### src/rtl/bridge_pkg.sv
// Package of constants for the host to peripheral bus adapter.
// Assumes a 20 MHz host clock.
package bridge_pkg;

   // ----------------------------------------------------------------
   // Clock and timing
   // ----------------------------------------------------------------
   localparam int CLOCK_PERIOD_NS   = 50;
   localparam int ACCESS_MIN_NS     = 400;
   localparam int CHAIN_FIRST_NS    = 350;
   localparam int CHAIN_MIDDLE_NS   = 150;
   localparam int CHAIN_LAST_NS     = 100;
   localparam int CHAIN_TOTAL_NS    = CHAIN_FIRST_NS + CHAIN_MIDDLE_NS
                                      + CHAIN_LAST_NS;
   // Strictly longer than the least access: add one cycle
   localparam int ACCESS_CYCLES     = ACCESS_MIN_NS / CLOCK_PERIOD_NS + 1;
   localparam int CHAIN_CYCLES      =
      (CHAIN_TOTAL_NS + CLOCK_PERIOD_NS - 1) / CLOCK_PERIOD_NS;
   localparam int ACK_CYCLES        = ACCESS_CYCLES + CHAIN_CYCLES;

   // ----------------------------------------------------------------
   // Counter and codes
   // ----------------------------------------------------------------
   localparam int          COUNT_W        = 5;
   localparam logic [4:0]  COUNT_RESET    = 5'h00;
   localparam logic [2:0]  FC_INT_ACK     = 3'h7;

   typedef enum logic [1:0] {
      ST_IDLE,
      ST_ACCESS,
      ST_ACK
   } phase_t;

endpackage

### src/rtl/bus_adapter.sv
// Adapter between a 16-bit asynchronous host bus and 8-bit peripherals.
// Assumes host bus inputs synchronous to clock and decoding outside.
//
// Overview of operation
// - Control and data registers reach directly in one access, no address first.
// - Indirect write: control register gets address, then data, in two accesses.
// - Indirect read: write address to control register, then read it back.
// - Read and write strobes come from direction, address strobe, byte strobes.
// - Interrupt acknowledge asserts when all three function code lines are high.
// - Acknowledge cycles allow 350, 150 and 100 ns daisy chain delays.
// - State counter times the acknowledge; output driven only while asserted.
// - Peripheral clock is the host clock divided by two.
// - Peripherals capture write data at write strobe falling edge.
// - Each acknowledged peripheral access is held active longer than 400 ns.
// - Read and write strobes are never low together.
// - Acknowledge assertion is qualified by the peripheral clock being high, on a host clock edge mid peripheral cycle.
module bus_adapter
   import bridge_pkg::*;
(
   input  wire logic       clock,
   input  wire logic       arst_n,
   input  wire logic       adapter_enable_n,
   input  wire logic       address_strobe_n,
   input  wire logic       lower_byte_strobe_n,
   input  wire logic       upper_byte_strobe_n,
   input  wire logic       read_not_write,
   input  wire logic [2:0] function_code_lines,
   output logic            periph_read_n,
   output logic            periph_write_n,
   output logic            interrupt_acknowledge_n,
   output logic            periph_clock,
   output logic            transfer_acknowledge_n_o,
   output logic            transfer_acknowledge_n_oe
);

   // ----------------------------------------------------------------
   // Functions
   // ----------------------------------------------------------------
   // Interrupt acknowledge when every function code line is high
   function automatic logic is_int_ack(
      input logic [2:0] code
   );
      is_int_ack = (code == FC_INT_ACK);
   endfunction

   // Counter value one step on, kept to the counter width
   function automatic logic [COUNT_W-1:0] count_step(
      input logic [COUNT_W-1:0] value
   );
      count_step = value + COUNT_W'(1);
   endfunction

   // Acknowledge may start once the count is reached and pclk is high
   function automatic logic ack_due(
      input logic [COUNT_W-1:0] value,
      input logic [COUNT_W-1:0] limit,
      input logic               pclk
   );
      ack_due = (count_step(value) >= limit) && pclk;
   endfunction

   // ----------------------------------------------------------------
   // Cycle decode
   // ----------------------------------------------------------------
   logic               int_ack_cycle;
   logic               active;
   logic               read_low;
   logic               write_low;
   logic [COUNT_W-1:0] target;

   assign int_ack_cycle = is_int_ack(function_code_lines);
   // One direct access per strobe; indirect sequencing stays in peripheral
   assign active = !adapter_enable_n && !address_strobe_n
                   && (!lower_byte_strobe_n || !upper_byte_strobe_n
                       || int_ack_cycle);
   // Neither strobe goes low in an acknowledge cycle
   assign read_low  = read_not_write && !int_ack_cycle;
   assign write_low = !read_not_write && !int_ack_cycle;
   assign target    = int_ack_cycle ? COUNT_W'(ACK_CYCLES)
                                    : COUNT_W'(ACCESS_CYCLES);

   // ----------------------------------------------------------------
   // Peripheral clock
   // ----------------------------------------------------------------
   logic pclk_q;
   logic pclk_d;

   always_comb begin
      pclk_d = !pclk_q;
   end

   always_ff @(posedge clock or negedge arst_n) begin
      if (!arst_n) begin
         pclk_q <= 1'b0;
      end else begin
         pclk_q <= pclk_d;
      end
   end

   // ----------------------------------------------------------------
   // State counter
   // ----------------------------------------------------------------
   phase_t             phase_q;
   phase_t             phase_d;
   logic [COUNT_W-1:0] count_q;
   logic [COUNT_W-1:0] count_d;

   always_comb begin
      phase_d = phase_q;
      count_d = count_q;
      if (!active) begin
         phase_d = ST_IDLE;
         count_d = COUNT_RESET;
      end else begin
         case (phase_q)
            ST_IDLE: begin
               phase_d = ST_ACCESS;
               count_d = COUNT_RESET;
            end
            ST_ACCESS: begin
               count_d = count_step(count_q);
               // Acknowledge starts on a host clock edge, mid pclk cycle
               if (ack_due(count_q, target, pclk_q)) begin
                  phase_d = ST_ACK;
               end
            end
            ST_ACK: begin
               phase_d = ST_ACK;
            end
            default: begin
               phase_d = ST_IDLE;
            end
         endcase
      end
   end

   always_ff @(posedge clock or negedge arst_n) begin
      if (!arst_n) begin
         phase_q <= ST_IDLE;
         count_q <= COUNT_RESET;
      end else begin
         phase_q <= phase_d;
         count_q <= count_d;
      end
   end

   // ----------------------------------------------------------------
   // Transfer acknowledge
   // ----------------------------------------------------------------
   logic ack_q;
   logic ack_d;

   always_comb begin
      ack_d = 1'b0;
      if (active) begin
         case (phase_q)
            ST_ACCESS: begin
               ack_d = ack_due(count_q, target, pclk_q);
            end
            ST_ACK: begin
               ack_d = 1'b1;
            end
            default: begin
               ack_d = 1'b0;
            end
         endcase
      end
   end

   always_ff @(posedge clock or negedge arst_n) begin
      if (!arst_n) begin
         ack_q <= 1'b0;
      end else begin
         ack_q <= ack_d;
      end
   end

   // ----------------------------------------------------------------
   // Peripheral strobes
   // ----------------------------------------------------------------
   logic rd_n_q;
   logic rd_n_d;
   logic wr_n_q;
   logic wr_n_d;
   logic iack_n_q;
   logic iack_n_d;

   always_comb begin
      rd_n_d   = 1'b1;
      wr_n_d   = 1'b1;
      iack_n_d = 1'b1;
      if (active) begin
         case (phase_q)
            ST_IDLE: begin
               iack_n_d = !int_ack_cycle;
               // Write strobe falls only after data has stood a cycle
               rd_n_d   = !read_low;
            end
            ST_ACCESS: begin
               iack_n_d = !int_ack_cycle;
               rd_n_d   = !read_low;
               wr_n_d   = !write_low;
            end
            ST_ACK: begin
               iack_n_d = !int_ack_cycle;
               rd_n_d   = !read_low;
               wr_n_d   = !write_low;
            end
            default: begin
               rd_n_d   = 1'b1;
               wr_n_d   = 1'b1;
               iack_n_d = 1'b1;
            end
         endcase
      end
   end

   always_ff @(posedge clock or negedge arst_n) begin
      if (!arst_n) begin
         rd_n_q   <= 1'b1;
         wr_n_q   <= 1'b1;
         iack_n_q <= 1'b1;
      end else begin
         rd_n_q   <= rd_n_d;
         wr_n_q   <= wr_n_d;
         iack_n_q <= iack_n_d;
      end
   end

   // ----------------------------------------------------------------
   // Outputs
   // ----------------------------------------------------------------
   assign periph_read_n             = rd_n_q;
   assign periph_write_n            = wr_n_q;
   assign interrupt_acknowledge_n   = iack_n_q;
   assign periph_clock              = pclk_q;
   assign transfer_acknowledge_n_o  = 1'b0;
   assign transfer_acknowledge_n_oe = ack_q;

endmodule

### config.mk
export PLATFORM = sky130hd
export DESIGN_NAME = bus_adapter
export DESIGN_NICKNAME = d
export VERILOG_FILES = /design/src/rtl/bridge_pkg.sv /design/src/rtl/bus_adapter.sv
export SDC_FILE = /design/constraint.sdc
export NUM_CORES = 1
export LEC_CHECK = 0
export BUFFER_PORTS_ARGS = -buffer_cell sky130_fd_sc_hd__buf_2
export CAP_MARGIN = 10
export CORE_UTILIZATION = 51
export CTS_CLUSTER_DIAMETER = 30
export CTS_CLUSTER_SIZE = 14
export DETAILED_ROUTE_END_ITERATION = 10
export PLACE_DENSITY_LB_ADDON = 0.05
export SYNTH_ARGS = -nofsm -noshare
export SYNTH_HDL_FRONTEND = slang
export SYNTH_SLANG_ARGS = --single-unit
### constraint.sdc
create_clock -name clock -period 2.4 [get_ports clock]
set_input_delay 0.36 -clock clock [delete_from_list [all_inputs] [get_ports clock]]
set_output_delay 0.36 -clock clock [all_outputs]
set_load 0.01 [all_outputs]
Word level (Yosys, flattened, before mapping):

Index checks and enable logic that the tools add are counted.

* word-level logic and storage cells: 47
* register bits after elaboration: 12
* input port bits: 10
* output and inout bits: 6

* order comparisons: 1
* reductions and logical operators: 19
* mux-type cells: 14
* $add $sub $neg: 1
* equality and inequality tests: 5

Operators by type and width (number)
* 5-bit two-way mux: 2
* 5-bit case mux with 2 select lines: 1
* 1-bit zero test: 9
* 1-bit two-way mux: 7
* 2-bit case mux with 3 select lines: 1
* 5-bit by 1-bit adder with 5-bit output (second input constant): 1
* 5-bit greater-or-equal comparator: 1
* 1-bit logical AND: 5
* 2-bit two-way mux: 2
* 3-bit == test (second input constant): 1
* 3-bit by 1-bit inequality test with 1-bit output (second input constant): 1
* 3-bit inequality test (second input constant): 1
* 3-bit OR reduction: 1
* 2-bit by 1-bit == test with 1-bit output (second input constant): 1
* 2-bit == test (second input constant): 1
* 2-bit zero test: 1
* 1-bit logical OR: 2
* 1-bit case mux with 2 select lines: 1
* 2-bit OR reduction: 1

Longest topological paths before layout:

* depth in word-level cells: 7
* depth in mapped cells: 8

Worst setup path before layout:

OpenSTA, ideal clock, no wires.

* kind: reg-to-reg
* start: reg count_q[0]
* end: reg phase_q[0]
* data arrival time: 1871 ps
* slack: 449 ps
* clock period less this slack: 1951 ps
* data required time: 2321 ps
* cell stages (with the launch flop): 9
* cells stage by stage: dfrtp_1 -> ha_1 -> nand3_1 -> xnor2_1 -> ha_1 -> o21ai_0 -> o31ai_1 -> a31oi_1 -> mux2i_1

* cells in the longest elaborated chain, start to end: 4

Ends and longest elaborated chain
* from (decl): line bus_adapter.sv:105 `logic [COUNT_W-1:0] count_q;`
* from (signal assigned): line bus_adapter.sv:143 `count_q <= count_d;`
* 5-bit by 1-bit adder with 5-bit output: line bus_adapter.sv:50 `count_step = value + COUNT_W'(1);`
* 5-bit greater-or-equal comparator: line bus_adapter.sv:59 `ack_due = (count_step(value) >= limit) && pclk;`
* 1-bit logical AND: line bus_adapter.sv:59
* 3-bit inequality test (no source line)
* to (signal assigned): line bus_adapter.sv:142 `phase_q <= phase_d;`
* to (decl): line bus_adapter.sv:103 `phase_t phase_q;`

Every way passes these cells.
A chain may end at the register's enable or synchronous reset.

Worst setup path in the final report:

Same ends and word-level chain as after synthesis.

==> impl_results.md <==
- Outcome: completed
- Final clock skew: 0.0100 ns
- Sequential fraction of the synthesis area: 0.409
- Die height: 40.2 um
- Period utilisation layout: 0.913
- Largest net degree at the start of global routing: 13
- Routability cong.: 0.729
- Min Hold Slack: 0.256 ns
- Num ports: 16
- Syn Std Cell Area: 743 um^2
- Crit path kind: flip-flop to flip-flop
- WP data required: 2.60 ns
- Crit Path Max Fanout: 5
- Via density: 5.62
- Most used DFF post-synth: dfrtp_1
- Routed Antenna Nets: 0
- Worst path buffer plus inverter count: 0
- Port Buffer Count: 14
- Post-synth top cells: dfrtp_1, ha_1, nor2_1, inv_1
- Dpl hpwl: 1170 um
- Yosys reg bits: 12
- Grt ovf: 0
- Clock Tree Buf Depth: 2
- CTS Buf Count: 3
- Fmax: 456 MHz
- Fin. Hold Viols: 0
- Max VDD drop: 0.000276 V
- Pins Over Slew Limit: 0
- Share of cells above drive strength 1: 0.278
- Root Buffer: clkbuf_4
- Row cnt: 13
- Initial antenna violation count: 0
- Tmin final: 2.19 ns
- CTS clk-pin slew, worst paths: 0.08 ns
- Via count: 590
- Drt wl/cell: 14.2 um
- Ant diodes: 0
- Fin Setup TNS: 0 ns
- Mapped Nets: 91
- Crit-path cells: ha_1, nand3_1, xnor2_1, ha_1, o21ai_0, o31ai_1, a31oi_1, mux2i_1
- Die area: 0.00161 mm^2
- Arrival time worst endpoint: 2.39 ns
- Area of the multi-input gates: 405 um^2
- DRT Wirelength: 1490 um
- FFs w/ async S/R, synth: 1.00
- Clock Latency Late Sink: 0.28 ns
- Setup crit start kind: flip-flop
- DRC violations left: 0
- Crit path largest cell delay: 0.43 ns
- Mapped Avg Cell Area: 10.2 um^2
- Main area contributors after synthesis: dfrtp_1, ha_1, dfstp_2
- Met3 wire length: 91 um
- Yosys warnings: 0
- Worst path slowest cell: dfrtp_1
- Htree depth: 1
- Met2 WL: 671 um
- CP top delay family: compound AO/OA/AOI/OAI gates
- P_leak: 0.370 nW
- Gate Count Post-Synth: 73
- # Post-CTS Setup Buffers: 0
- Fin nets: 109
- Post-route met1 wirelength: 701 um
- Yosys top cell area share: 0.303
- Post-synth EDFFs: 0
- RSZ-0062 raised after global routing: no
- Sequential cell area: 304 um^2
- Hold WC Path Type: input pin to flip-flop
- Count leader, synth: dfrtp_1
- DRT iter0 DRCs: 15
- Sink Count: 12
- CTS tree: done
- Worst Setup End Kind: flip-flop
- Pre-Repair DR Iteration Count: 4
- Max-cap viol count: 0
- First-pass GRT wire length: 2400 um
- GR Util All Layers: 0.244
- Core ar.: 0.00133 mm^2
- Area leader, netlist: dfrtp_1
- Yosys cell types: 29
- Pwr per Cell Area: 462 mW/mm^2
- Final Setup Violations: 0
- Top Layer Used: met4
- Area grow syn2layout: 15.3%
- CP most frequent cell: ha_1
- Fill count: 106
- Vias in the first global route: 505
- Starting Density: 0.557
- Die span in x: 40.2 um
[worst paths after layout]
kind | start | end | slack, ns | cells after the start
worst max-delay path | count_q[0] | phase_q[0] | 0.21 | 8
worst max register to register | count_q[0] | phase_q[0] | 0.21 | 8
min in group asynchronous | arst_n | count_q[2] | 0.47 | 2
worst min register to register | periph_clock | periph_clock | 0.48 | 1
max in group asynchronous | arst_n | interrupt_acknowledge_n | 1.64 | 2
worst min-delay path | read_not_write | periph_read_n | 0.26 | 2
[placed cells by master, fill, tap and decap left out, types with 2 or more instances in the layout]
cell type	netlist	routed
buf_2	0	14
dfrtp_1	9	9
ha_1	8	8
nor2_1	7	7
inv_1	6	6
nand2_1	4	4
a21oi_1	4	4
xnor2_1	3	3
o21ai_0	3	3
nor3_1	3	3
mux2i_1	3	3
clkbuf_4	0	3
dfstp_2	3	3
nand3_1	2	2
nor3b_1	2	2
[per-layer routing]
layer	vias up	global-route usage
li1	290	-
met1	270	0.332
met2	25	0.335
met3	5	0.0889
met4	0	0.125
met5	-	0
[flip-flops by register name, summed over array words and instances, names as in the netlist]
signal	flops
periph_read_n	1
transfer_acknowledge_n_oe	1
count_q	5
periph_write_n	1
phase_q	2
interrupt_acknowledge_n	1
periph_clock	1
[per-stage QoR]
step	util	instances	worst slack [ns]	cell area (um^2)	power, mW
floorplan	-	73	0.449	743	0.241
global placement	0.615	100	0.351	821	0.262
detailed placement	0.615	100	0.262	821	0.264
CTS	0.643	105	0.229	857	0.399
global route	0.643	105	0.0926	857	0.418
finish	0.643	105	0.209	857	0.396
[power by group]
part           internal (mW)  total, mW  switching, mW
logic                 0.0204     0.0522         0.0318
clock network         0.0645      0.135         0.0704
registers              0.206      0.209        0.00283
total                  0.291      0.396          0.105
[cell families (layout without fill, tap and decap cells)]
kind of cell,after synthesis,count (layout),share of synthesized area
and+or+nand+nor,25,25,0.192
DFF,12,12,0.409
other,1,1,0.00505
AOI/OAI and AO/OA,13,13,0.138
adders and majority gates,8,8,0.135
buffers and inverters,8,25,0.0455
muxes,3,3,0.0404
xor gates and xnor gates,3,3,0.0354
[worst register-to-register path: stages (launching register included)]
cell	delay [ns]
dfrtp_1	0.43
ha_1	0.26
nand3_1	0.11
xnor2_1	0.21
ha_1	0.26
o21ai_0	0.22
o31ai_1	0.11
a31oi_1	0.30
mux2i_1	0.22
[cell type report]
type | instances | share of cell area
Clock buffer | 4 | 0.0307
Inverter | 6 | 0.0263
Multi-Input combinational cell | 53 | 0.473
Sequential cell | 12 | 0.355
Tap cell | 15 | 0.0219
Timing Repair Buffer | 15 | 0.0934
[repair_timing]
item,in CTS,in global routing
hold buffers,1,0
resized for setup,0,0
endpoints found under the hold margin,9,0
(Power assumes the default switching activity.)
